**src/hw/pwt_map.vh**
```
/*
 * pwt_map.vh: register offsets, field positions, reset values and
 * timing constants of the pwm timer block.
 * assumes: included by bare name from the design file; axi4-lite 32-bit.
 */
// Function
// - timer held in reset while reset bit set
// - clock enable bit gates the timer clock
// - first prescaler divides oscillator by 1 to 32
// - clock select picks first or second prescaler
// - hardware sets interrupt flag, software clears it
// - mask bit zero enables interrupt servicing
// - run bit zero stops counter at ffff
// - mode field: 00 standalone, 11 interleave
// - active level bit: 0 high, 1 low
// - default level bit: 0 low, 1 high
// - external irq inputs selectable as stop triggers
// - comparators selectable as stop triggers
// - mode 0: stop cleared at next period
// - mode 1: clear after opposite edge, next period
// - per-output trigger enable for forced stop
// - stop output state low or high by code
`ifndef PWT_MAP_VH
`define PWT_MAP_VH

// ------------------------------------------------------------
// register byte offsets
// ------------------------------------------------------------
`define PWT_OFS_RST      8'h00
`define PWT_OFS_CKEN     8'h04
`define PWT_OFS_TPS      8'h08
`define PWT_OFS_IF       8'h0c
`define PWT_OFS_MK       8'h10
`define PWT_OFS_CTL      8'h14
`define PWT_OFS_IOC      8'h18
`define PWT_OFS_PACTL0   8'h1c
`define PWT_OFS_PACTL2   8'h20
`define PWT_OFS_PERIOD   8'h24
`define PWT_OFS_DUTY0    8'h28
`define PWT_OFS_DUTY1    8'h2c
`define PWT_OFS_STAT     8'h30

// ------------------------------------------------------------
// field positions
// ------------------------------------------------------------
`define PWT_BIT_RES      0
`define PWT_BIT_EN       0
`define PWT_BIT_IRQ      5
`define PWT_BIT_RUN      7
`define PWT_BIT_CKS      4
`define PWT_BIT_FCM      8
`define PWT_BIT_SEL_CMP0 12
`define PWT_BIT_SEL_CMP1 13
`define PWT_BIT_SEL_EXTA 14
`define PWT_BIT_SEL_EXTB 15

// ------------------------------------------------------------
// reset values and codes
// ------------------------------------------------------------
`define PWT_RST_RES      8'h01
`define PWT_RST_MK       8'h20
`define PWT_RST_PACTL0   16'h0012
`define PWT_RST_PACTL2   8'h01
`define PWT_RST_PERIOD   16'hffff
`define PWT_CNT_STOP     16'hffff
`define PWT_MAX_DIV_CODE 3'h5
`define PWT_MODE_ALONE   2'h0
`define PWT_MODE_ILV     2'h3

`endif

```
**src/hw/pwt_top.v**
```verilog
/*
 * pwt_top.v: 16-bit pwm timer with prescalers, run control, output
 * levels, forced output stop 2 and an axi4-lite register slave.
 * assumes: all inputs synchronous to sys_clk_i; one write and one read
 * at most in flight; the oscillator clock is sys_clk_i itself.
 */
// Our own choices: the register offsets and register access over AXI4-Lite.
`include "pwt_map.vh"
`timescale 1ns/1ns
`default_nettype none

module pwt_top #(
    parameter CNT_W = 16
) (
    // clock and reset
    input  wire        sys_clk_i,
    input  wire        rstn_i,
    // axi4-lite write
    input  wire [7:0]  s_axi_awaddr,
    input  wire        s_axi_awvalid,
    output wire        s_axi_awready,
    input  wire [31:0] s_axi_wdata,
    input  wire [3:0]  s_axi_wstrb,
    input  wire        s_axi_wvalid,
    output wire        s_axi_wready,
    output reg  [1:0]  s_axi_bresp,
    output reg         s_axi_bvalid,
    input  wire        s_axi_bready,
    // axi4-lite read
    input  wire [7:0]  s_axi_araddr,
    input  wire        s_axi_arvalid,
    output wire        s_axi_arready,
    output reg  [31:0] s_axi_rdata,
    output reg  [1:0]  s_axi_rresp,
    output reg         s_axi_rvalid,
    input  wire        s_axi_rready,
    // trigger sources
    input  wire        external_irq_input_a_i,
    input  wire        external_irq_input_b_i,
    input  wire        cmp0_i,
    input  wire        cmp1_i,
    // outputs
    output reg  [1:0]  pwm_output_pin_o,
    output wire        irq_o
);

    // ------------------------------------------------------------
    // registers
    // ------------------------------------------------------------
    reg  [7:0]       rst_ff;
    reg  [7:0]       cken_ff;
    reg  [7:0]       tps_ff;
    reg              if_ff;
    reg              mk_ff;
    reg  [7:0]       ctl_ff;
    reg  [7:0]       ioc_ff;
    reg  [15:0]      pactl0_ff;
    reg  [7:0]       pactl2_ff;
    reg  [CNT_W-1:0] period_ff;
    reg  [CNT_W-1:0] duty0_ff;
    reg  [CNT_W-1:0] duty1_ff;
    reg  [CNT_W-1:0] cnt_ff;
    reg  [4:0]       pre_ff;
    reg              stop_ff;
    reg              rev_seen_ff;
    reg              trig_d_ff;
    reg              aw_ok_ff;
    reg              w_ok_ff;
    reg  [7:0]       aw_ff;
    reg  [31:0]      wd_ff;
    reg  [3:0]       ws_ff;

    wire timer_rst  = rst_ff[`PWT_BIT_RES];
    wire timer_clk  = cken_ff[`PWT_BIT_EN] & ~timer_rst;
    wire run        = ctl_ff[`PWT_BIT_RUN];

    // ------------------------------------------------------------
    // prescaler: enable pulse every 2^code cycles for codes 0 to 5, every 32 for codes 6 and 7
    // ------------------------------------------------------------
    function [4:0] div_mask;
        input [2:0] code;
        begin
            case (code)
                3'h0: div_mask = 5'h00;
                3'h1: div_mask = 5'h01;
                3'h2: div_mask = 5'h03;
                3'h3: div_mask = 5'h07;
                3'h4: div_mask = 5'h0f;
                3'h5: div_mask = 5'h1f;
                default: div_mask = 5'h1f; // prohibited codes behave as /32
            endcase
        end
    endfunction

    wire [2:0] sel_code = ctl_ff[`PWT_BIT_CKS] ? tps_ff[6:4] : tps_ff[2:0];
    wire [4:0] msk      = div_mask(sel_code);
    wire       tick     = timer_clk && ((pre_ff & msk) == msk);

    always @(posedge sys_clk_i or negedge rstn_i) begin
        if (!rstn_i) begin
            pre_ff <= 5'h00;
        end else if (!timer_clk) begin
            pre_ff <= 5'h00;
        end else begin
            pre_ff <= pre_ff + 5'h01;
        end
    end

    // ------------------------------------------------------------
    // counter: period end is the release point for forced stop
    // ------------------------------------------------------------
    wire period_end = tick && run && (cnt_ff == period_ff);

    always @(posedge sys_clk_i or negedge rstn_i) begin
        if (!rstn_i) begin
            cnt_ff <= `PWT_CNT_STOP;
        end else if (timer_rst || !run) begin
            cnt_ff <= `PWT_CNT_STOP;
        end else if (tick) begin
            if (cnt_ff >= period_ff) begin
                cnt_ff <= {CNT_W{1'b0}};
            end else begin
                cnt_ff <= cnt_ff + {{(CNT_W-1){1'b0}}, 1'b1};
            end
        end
    end

    // ------------------------------------------------------------
    // forced output stop 2
    // ------------------------------------------------------------
    wire trig = (pactl0_ff[`PWT_BIT_SEL_EXTB] & external_irq_input_b_i)
              | (pactl0_ff[`PWT_BIT_SEL_EXTA] & external_irq_input_a_i)
              | (pactl0_ff[`PWT_BIT_SEL_CMP1] & cmp1_i)
              | (pactl0_ff[`PWT_BIT_SEL_CMP0] & cmp0_i);
    wire trig_rise = trig & ~trig_d_ff;
    wire trig_fall = ~trig & trig_d_ff;
    wire rev_mode  = pactl0_ff[`PWT_BIT_FCM];

    always @(posedge sys_clk_i or negedge rstn_i) begin
        if (!rstn_i) begin
            stop_ff     <= 1'b0;
            rev_seen_ff <= 1'b0;
            trig_d_ff   <= 1'b0;
        end else if (timer_rst) begin
            stop_ff     <= 1'b0;
            rev_seen_ff <= 1'b0;
            trig_d_ff   <= 1'b0;
        end else begin
            trig_d_ff <= trig;
            // a new trigger edge wins over a release in the same cycle
            if (trig_rise) begin
                stop_ff     <= 1'b1;
                rev_seen_ff <= 1'b0;
            end else if (stop_ff && !rev_mode && period_end) begin
                stop_ff <= 1'b0;
            end else if (stop_ff && rev_mode) begin
                if (trig_fall) begin
                    rev_seen_ff <= 1'b1;
                end
                if ((rev_seen_ff || trig_fall) && period_end) begin
                    stop_ff     <= 1'b0;
                    rev_seen_ff <= 1'b0;
                end
            end
        end
    end

    // ------------------------------------------------------------
    // output stage
    // ------------------------------------------------------------
    wire        active_mode = (ctl_ff[1:0] == `PWT_MODE_ALONE) ||
                              (ctl_ff[1:0] == `PWT_MODE_ILV);
    wire [1:0]  raw;
    genvar g;
    generate
        for (g = 0; g < 2; g = g + 1) begin : g_out
            wire [CNT_W-1:0] duty = (g == 0) ? duty0_ff : duty1_ff;
            // interleave mode shifts the second output by half a period, wrapped
            // back into the period so the shifted phase still crosses the duty
            wire [CNT_W:0]   sum  = {1'b0, cnt_ff} + {2'b00, period_ff[CNT_W-1:1]};
            wire [CNT_W:0]   wrap = sum - {1'b0, period_ff} - {{CNT_W{1'b0}}, 1'b1};
            wire [CNT_W-1:0] sft  = (sum > {1'b0, period_ff}) ? wrap[CNT_W-1:0] : sum[CNT_W-1:0];
            wire [CNT_W-1:0] ph   = (g == 1 && ctl_ff[1:0] == `PWT_MODE_ILV) ? sft : cnt_ff;
            assign raw[g] = run && active_mode && (ph < duty);
        end
    endgenerate

    integer k;
    reg [1:0] nxt_out;
    always @* begin
        for (k = 0; k < 2; k = k + 1) begin
            if (stop_ff && pactl2_ff[k]) begin
                nxt_out[k] = pactl0_ff[0];
            end else if (!run) begin
                nxt_out[k] = ioc_ff[k];
            end else begin
                nxt_out[k] = raw[k] ^ ioc_ff[k+2];
            end
        end
    end

    always @(posedge sys_clk_i or negedge rstn_i) begin
        if (!rstn_i) begin
            pwm_output_pin_o <= 2'h0;
        end else begin
            pwm_output_pin_o <= nxt_out;
        end
    end

    // ------------------------------------------------------------
    // axi4-lite slave
    // ------------------------------------------------------------
    assign s_axi_awready = !aw_ok_ff && !s_axi_bvalid;
    assign s_axi_wready  = !w_ok_ff && !s_axi_bvalid;
    assign s_axi_arready = !s_axi_rvalid;

    wire do_wr = aw_ok_ff && w_ok_ff;
    wire do_rd = s_axi_arvalid && s_axi_arready;

    function [31:0] wmerge;
        input [31:0] old;
        input [31:0] d;
        input [3:0]  s;
        integer      i;
        begin
            for (i = 0; i < 4; i = i + 1) begin
                wmerge[i*8 +: 8] = s[i] ? d[i*8 +: 8] : old[i*8 +: 8];
            end
        end
    endfunction

    // low two byte lanes only; no writable register here is wider than 16 bits
    function [15:0] lane16;
        input [15:0] old;
        input [31:0] d;
        input [3:0]  s;
        begin
            lane16 = {s[1] ? d[15:8] : old[15:8], s[0] ? d[7:0] : old[7:0]};
        end
    endfunction

    wire [31:0] ws = wmerge(32'h0000_0000, wd_ff, ws_ff);
    wire        wr_if  = do_wr && (aw_ff == `PWT_OFS_IF) && ws_ff[0];
    wire        rd_if  = do_rd && (s_axi_araddr == `PWT_OFS_IF);
    wire        irq_ev = period_end || trig_rise;

    always @(posedge sys_clk_i or negedge rstn_i) begin
        if (!rstn_i) begin
            aw_ok_ff     <= 1'b0;
            w_ok_ff      <= 1'b0;
            aw_ff        <= 8'h00;
            wd_ff        <= 32'h0000_0000;
            ws_ff        <= 4'h0;
            s_axi_bvalid <= 1'b0;
            s_axi_bresp  <= 2'h0;
        end else begin
            if (s_axi_awvalid && s_axi_awready) begin
                aw_ok_ff <= 1'b1;
                aw_ff    <= {s_axi_awaddr[7:2], 2'h0};
            end
            if (s_axi_wvalid && s_axi_wready) begin
                w_ok_ff <= 1'b1;
                wd_ff   <= s_axi_wdata;
                ws_ff   <= s_axi_wstrb;
            end
            if (do_wr) begin
                aw_ok_ff     <= 1'b0;
                w_ok_ff      <= 1'b0;
                s_axi_bvalid <= 1'b1;
                s_axi_bresp  <= (aw_ff > `PWT_OFS_STAT) ? 2'h2 : 2'h0;
            end else if (s_axi_bvalid && s_axi_bready) begin
                s_axi_bvalid <= 1'b0;
            end
        end
    end

    // register writes; unwritten lanes keep their value
    always @(posedge sys_clk_i or negedge rstn_i) begin
        if (!rstn_i) begin
            rst_ff    <= `PWT_RST_RES;
            cken_ff   <= 8'h00;
            tps_ff    <= 8'h00;
            mk_ff     <= 1'b1;
            ctl_ff    <= 8'h00;
            ioc_ff    <= 8'h00;
            pactl0_ff <= `PWT_RST_PACTL0;
            pactl2_ff <= `PWT_RST_PACTL2;
            period_ff <= `PWT_RST_PERIOD;
            duty0_ff  <= {CNT_W{1'b0}};
            duty1_ff  <= {CNT_W{1'b0}};
        end else if (do_wr) begin
            case (aw_ff)
                `PWT_OFS_RST:    rst_ff    <= (ws_ff[0] ? wd_ff[7:0] : rst_ff) & 8'h01;
                `PWT_OFS_CKEN:   cken_ff   <= (ws_ff[0] ? wd_ff[7:0] : cken_ff) & 8'h01;
                `PWT_OFS_TPS:    tps_ff    <= (ws_ff[0] ? wd_ff[7:0] : tps_ff) & 8'h77;
                `PWT_OFS_MK:     mk_ff     <= ws_ff[0] ? wd_ff[`PWT_BIT_IRQ] : mk_ff;
                `PWT_OFS_CTL:    ctl_ff    <= (ws_ff[0] ? wd_ff[7:0] : ctl_ff) & 8'h93;
                `PWT_OFS_IOC:    ioc_ff    <= (ws_ff[0] ? wd_ff[7:0] : ioc_ff) & 8'h0f;
                `PWT_OFS_PACTL0: pactl0_ff <= lane16(pactl0_ff, wd_ff, ws_ff) & 16'hf13f;
                `PWT_OFS_PACTL2: pactl2_ff <= (ws_ff[0] ? wd_ff[7:0] : pactl2_ff) & 8'h03;
                `PWT_OFS_PERIOD: period_ff <= lane16(period_ff, wd_ff, ws_ff);
                `PWT_OFS_DUTY0:  duty0_ff  <= lane16(duty0_ff, wd_ff, ws_ff);
                `PWT_OFS_DUTY1:  duty1_ff  <= lane16(duty1_ff, wd_ff, ws_ff);
                default: ;
            endcase
        end
    end

    // irq flag: event set wins over software clear
    always @(posedge sys_clk_i or negedge rstn_i) begin
        if (!rstn_i) begin
            if_ff <= 1'b0;
        end else if (irq_ev) begin
            if_ff <= 1'b1;
        end else if (rd_if || (wr_if && !ws[`PWT_BIT_IRQ])) begin
            if_ff <= 1'b0;
        end
    end

    assign irq_o = if_ff && !mk_ff;

    reg [31:0] rd_mux;
    always @* begin
        rd_mux = 32'h0000_0000;
        case (s_axi_araddr & 8'hfc)
            `PWT_OFS_RST:    rd_mux = {24'h0, rst_ff};
            `PWT_OFS_CKEN:   rd_mux = {24'h0, cken_ff};
            `PWT_OFS_TPS:    rd_mux = {24'h0, tps_ff};
            `PWT_OFS_IF:     rd_mux = {26'h0, if_ff, 5'h00};
            `PWT_OFS_MK:     rd_mux = {26'h0, mk_ff, 5'h00};
            `PWT_OFS_CTL:    rd_mux = {24'h0, ctl_ff};
            `PWT_OFS_IOC:    rd_mux = {24'h0, ioc_ff};
            `PWT_OFS_PACTL0: rd_mux = {16'h0, pactl0_ff};
            `PWT_OFS_PACTL2: rd_mux = {24'h0, pactl2_ff};
            `PWT_OFS_PERIOD: rd_mux = {16'h0, period_ff};
            `PWT_OFS_DUTY0:  rd_mux = {16'h0, duty0_ff};
            `PWT_OFS_DUTY1:  rd_mux = {16'h0, duty1_ff};
            `PWT_OFS_STAT:   rd_mux = {13'h0, rev_seen_ff, stop_ff, 1'b0, cnt_ff};
            default:         rd_mux = 32'h0000_0000;
        endcase
    end

    always @(posedge sys_clk_i or negedge rstn_i) begin
        if (!rstn_i) begin
            s_axi_rvalid <= 1'b0;
            s_axi_rdata  <= 32'h0000_0000;
            s_axi_rresp  <= 2'h0;
        end else if (do_rd) begin
            s_axi_rvalid <= 1'b1;
            s_axi_rdata  <= rd_mux;
            s_axi_rresp  <= ((s_axi_araddr & 8'hfc) > `PWT_OFS_STAT) ? 2'h2 : 2'h0;
        end else if (s_axi_rvalid && s_axi_rready) begin
            s_axi_rvalid <= 1'b0;
        end
    end

endmodule // pwt_top

`default_nettype wire

```
**config.mk**
```make
export PLATFORM = sky130hd
export DESIGN_NAME = pwt_top
export DESIGN_NICKNAME = d
export VERILOG_FILES = /design/src/hw/pwt_top.v
export VERILOG_INCLUDE_DIRS = /design/src /design/src/hw
export SDC_FILE = /design/constraint.sdc
export NUM_CORES = 1
export LEC_CHECK = 0
export ABC_CLOCK_PERIOD_IN_PS = 6300
export BUFFER_PORTS_ARGS = -buffer_cell sky130_fd_sc_hd__buf_2
export CAP_MARGIN = 20
export CORE_MARGIN = 2
export CORE_UTILIZATION = 60
export CTS_CLUSTER_DIAMETER = 100
export DETAILED_ROUTE_END_ITERATION = 6
export PLACE_DENSITY_LB_ADDON = 0.12
export SYNTH_ARGS = -nofsm -noshare
export SYNTH_HDL_FRONTEND = slang
export SYNTH_SLANG_ARGS = --single-unit
```
**constraint.sdc**
```tcl
create_clock -name sys_clk_i -period 6.3 [get_ports sys_clk_i]
set_clock_uncertainty 0.05 [all_clocks]
set_input_delay 1.26 -clock sys_clk_i [delete_from_list [all_inputs] [get_ports sys_clk_i]]
set_output_delay 1.26 -clock sys_clk_i [all_outputs]
set_load 0.01 [all_outputs]
```
==> summary.md <==
| Metric | Value |
|---|---|
| Status | `finished with violations` |
| Violated checks | `DRC` |
| Min-Delay Startpoint | `s_axi_rdata[12]$_DFFE_PN0P_` |
| Critical Path Fanout Max | `5` |
| Largest net degree at the start of global routing | `100` |
| Final core utilization | `69.9%` |
| Net Sw Frac | `44.3%` |
| Row count | `47` |
| Hold endpoint | `s_axi_rdata[12]$_DFFE_PN0P_` |
| Antenna cells | `0` |
| Post-synthesis mux area share | `12.1%` |
| Max clock buf depth | `2` |
| CP arrival | `6.30 ns` |
| Worst skew pair latency | `0.43 ns` |
| Fmax | `0.165 GHz` |
| Cell variety after synth | `71` |
| CTS tree | `done` |
| First-pass GRT wire length | `43800 µm` |
| Mapped cell area | `0.0101 mm²` |
| Seq/Total Area, Yosys | `38.4%` |
| FFs w/ async S/R, synth | `100%` |
| Post-route clock period utilization | `96.1%` |
| Post-synthesis xor/xnor area fraction | `2.69%` |
| Sum Neg Setup Slack | `0 ns` |
| Placement Cell Area | `0.0108 mm²` |
| Hold WS | `0.421 ns` |
| Setup CP Type | `reg2reg` |
| Antenna-violating nets left | `0` |
| Worst r2r src | `cnt_ff[0]$_DFFE_PN1P_` |
| Layout cells sized above 1 | `26.1%` |
| DRC | `7` |
| Hold Path Cell Cnt | `1` |
| Synth Flop Type | `dfrtp_1` |
| Layout fillers | `1269` |
| Die X | `134 µm` |
| IO Count | `107` |
| Relative slew slack | `29.5%` |
| Fin crit period | `6.05 ns` |
| Die Ht | `134 µm` |
| WL/cell | `20.1 µm` |
| Post-DP HPWL | `20300 µm` |
| CTS Hold Bufs | `0` |
| Post-synthesis compound-gate area fraction | `17.8%` |
| Synthesized area per cell | `9.75 µm²` |
| Most frequent cells in the layout | `116 x dfrtp_1, 89 x mux2_2, 82 x nor2_1` |
| Initial drt markers | `680` |
| Combinational Power Share | `63.0%` |
| Root Buffer | `clkbuf_16` |
| Synth warnings | `0` |
| Commonest non-fill, non-tap cell in the layout | `dfrtp_1` |
| Routed wire length | `27600 µm` |
| Leak | `0.00517 µW` |
| Total Routing Usage GR | `31.5%` |
| Port Buffers | `70` |
| Final setup viols | `0` |
| Die area | `0.0179 mm²` |
| Initial Util | `61.1%` |
| R2R setup slack | `0.25 ns` |
| Largest family of logic cells by synthesized area | `compound AO/OA/AOI/OAI gates` |
| P per Cell Area | `615 mW/mm²` |
| Hold Crit Class | `reg2reg` |
| Total gr overflow | `0` |
| Synth Area in Simple Gates | `13.9%` |
| Seq pwr share | `21.9%` |
| H-tree depth | `4` |
| Reg-to-reg endpoint | `pwm_output_pin_o[1]$_DFF_PN0_` |
| Reg2Reg Depth | `27` |
| Pre-CTS setup slack | `0.183 ns` |
| Nets | `1281` |
| Fin. max-slew vios | `0` |
| Worst Tran Pin Value | `1.05 ns` |
| Register area | `0.00387 mm²` |
| Fin area | `0.0115 mm²` |
| Clock Pin Slew Worst Setup and Hold Paths | `0.07 ns` |
| Final Worst Setup Slack | `0.246 ns` |
| Vias in the first global route | `8266` |
| Initial antenna violation count | `0` |
| Multi-input logic area | `0.00590 mm²` |
| Number of synthesized flops with an enable pin | `0` |
| Final hold violations | `0` |
| CTS sink cnt | `153` |
| Core area | `0.0165 mm²` |
| Mapped Cells | `1036` |
| # Max-Cap Violations | `0` |
| Vias | `8446` |
| Drt pass-1 iters | `7` |
| Worst Path Required | `6.55 ns` |
| Crit path from | `cnt_ff[0]$_DFFE_PN1P_` |
| Crit path capture type | `flop` |
| Worst VDD drop | `751 µV` |
| Internal cell power | `3950 µW` |
| Cts bufs inserted | `17` |
| Sw power | `3150 µW` |
| Placer Congestion | `0.929` |
| P&R area growth vs syn | `14.3%` |
| Startpoint class of the critical path | `flop` |
| Vias per cell | `6.17` |
| Power share of the clock group | `15.1%` |
| Post-synthesis adder-cell area fraction | `10.4%` |
| Seq cells post-synth | `153` |
[worst max-delay path by stage]
stage / cells past startpoint / endpoint / slack, ns
after floorplan: 25 / pwm_output_pin_o[1]$_DFF_PN0_ / 0.71
after global placement: 26 / pwm_output_pin_o[1]$_DFF_PN0_ / 0.28
after detailed placement: 26 / pwm_output_pin_o[1]$_DFF_PN0_ / 0.18
after CTS: 26 / pwm_output_pin_o[1]$_DFF_PN0_ / 0.15
after global routing: 26 / pwm_output_pin_o[1]$_DFF_PN0_ / -0.02
final: 27 / pwm_output_pin_o[1]$_DFF_PN0_ / 0.25
[per-layer routing]
metal / part of all wire (%) / routed length (µm) / track usage (%)
met3: 6.9 / 1900 / 7.12
met4: 2.0 / 550 / 8.98
met2: 48 / 13100 / 50.9
met1: 43 / 12000 / 42.9
met5: 0 / 0 / 0
[worst max-delay path, cell delays in order, from the launching register on]
cell and delay [ns]:
dfstp_2 0.54, ha_1 0.18, inv_1 0.06, fa_1 0.40
nand2b_4 0.17, a21oi_2 0.18, o21ai_0 0.15, buf_4 0.16
xnor2_2 0.13, ha_1 0.35, nand4_1 0.24, o21bai_1 0.14
or3_4 0.37, o21ai_4 0.19, a21oi_4 0.10, nor2_8 0.14
buf_4 0.18, mux2i_1 0.27, a21oi_1 0.13, ha_1 0.35
and3_1 0.19, a221o_1 0.34, a211oi_2 0.23, o211ai_1 0.11
a41oi_1 0.17, buf_4 0.16, a21oi_1 0.06, nand3b_1 0.18
[repair_timing]
| action | CTS | global route |
|---|---|---|
| gates resized for setup | 0 | 16 |
| setup endpoints to repair | 0 | 1 |
| hold endpoints to repair | 0 | 0 |
| setup buffers | 0 | 6 |
[per-stage QoR]
step,cells,power [µW]
6_report,1368,7100
5_1_grt,1368,7610
4_1_cts,1362,6880
3_5_place_dp,1330,5800
3_3_place_gp,1330,5710
2_1_floorplan,1051,4660
[cell families after synthesis]
kind of cell    after synthesis
xor+xnor                     31
buf+inv                     107
other cells                   1
simple gates                289
flops                       153
mux                         110
compound gates              262
fa+ha+maj                    83
[state kept, by name, summed over array words and instances, names as in the netlist, 2 cells and up]
register	flops
pactl0_ff	11
duty0_ff	16
tps_ff	6
aw_ff	6
wd_ff	16
pre_ff	5
cnt_ff	16
duty1_ff	16
ioc_ff	4
pwm_output_pin_o	2
pactl2_ff	2
period_ff	16
ws_ff	2
s_axi_rdata	18
ctl_ff	4
[final cells by class]
class / instances / share of cell area, %
inverter: 63 / 2.05
multi-input combinational: 791 / 51.1
timing repair buffer: 109 / 5.62
clock inverter: 14 / 1.51
tap: 220 / 2.38
sequential: 153 / 33.6
clock buffer: 18 / 3.80
[Yosys cell counts (9+ instances only)]
cell	count	area [µm²]
nand2b_1	9	56.3
nand3_1	31	155
a21o_1	26	195
o21ai_1	16	80.1
clkbuf_1	25	93.8
xnor2_1	25	219
dfrtp_1	116	2900
mux2_2	89	1000
a22oi_1	11	82.6
mux2i_1	20	200
buf_4	16	120
o21ai_0	40	200
ha_1	81	1010
nor2_1	83	312
and3_1	13	81.3
dfstp_2	37	972
nand2_1	77	289
a222oi_1	12	120
a21oi_1	72	360
inv_1	63	236
nor3_1	17	85.1
nor2b_1	15	93.8
o211ai_1	14	105
[power by group through the flow]
stage               sequential [µW]  combinational, µW  clock (µW)
floorplan                      1420               3240           0
global placement               1550               4160           0
detailed placement             1560               4240           0
CTS                            1540               4260        1080
global route                   1590               4900        1120
finish                         1560               4470        1070
Power figures use the tool's default switching activity.
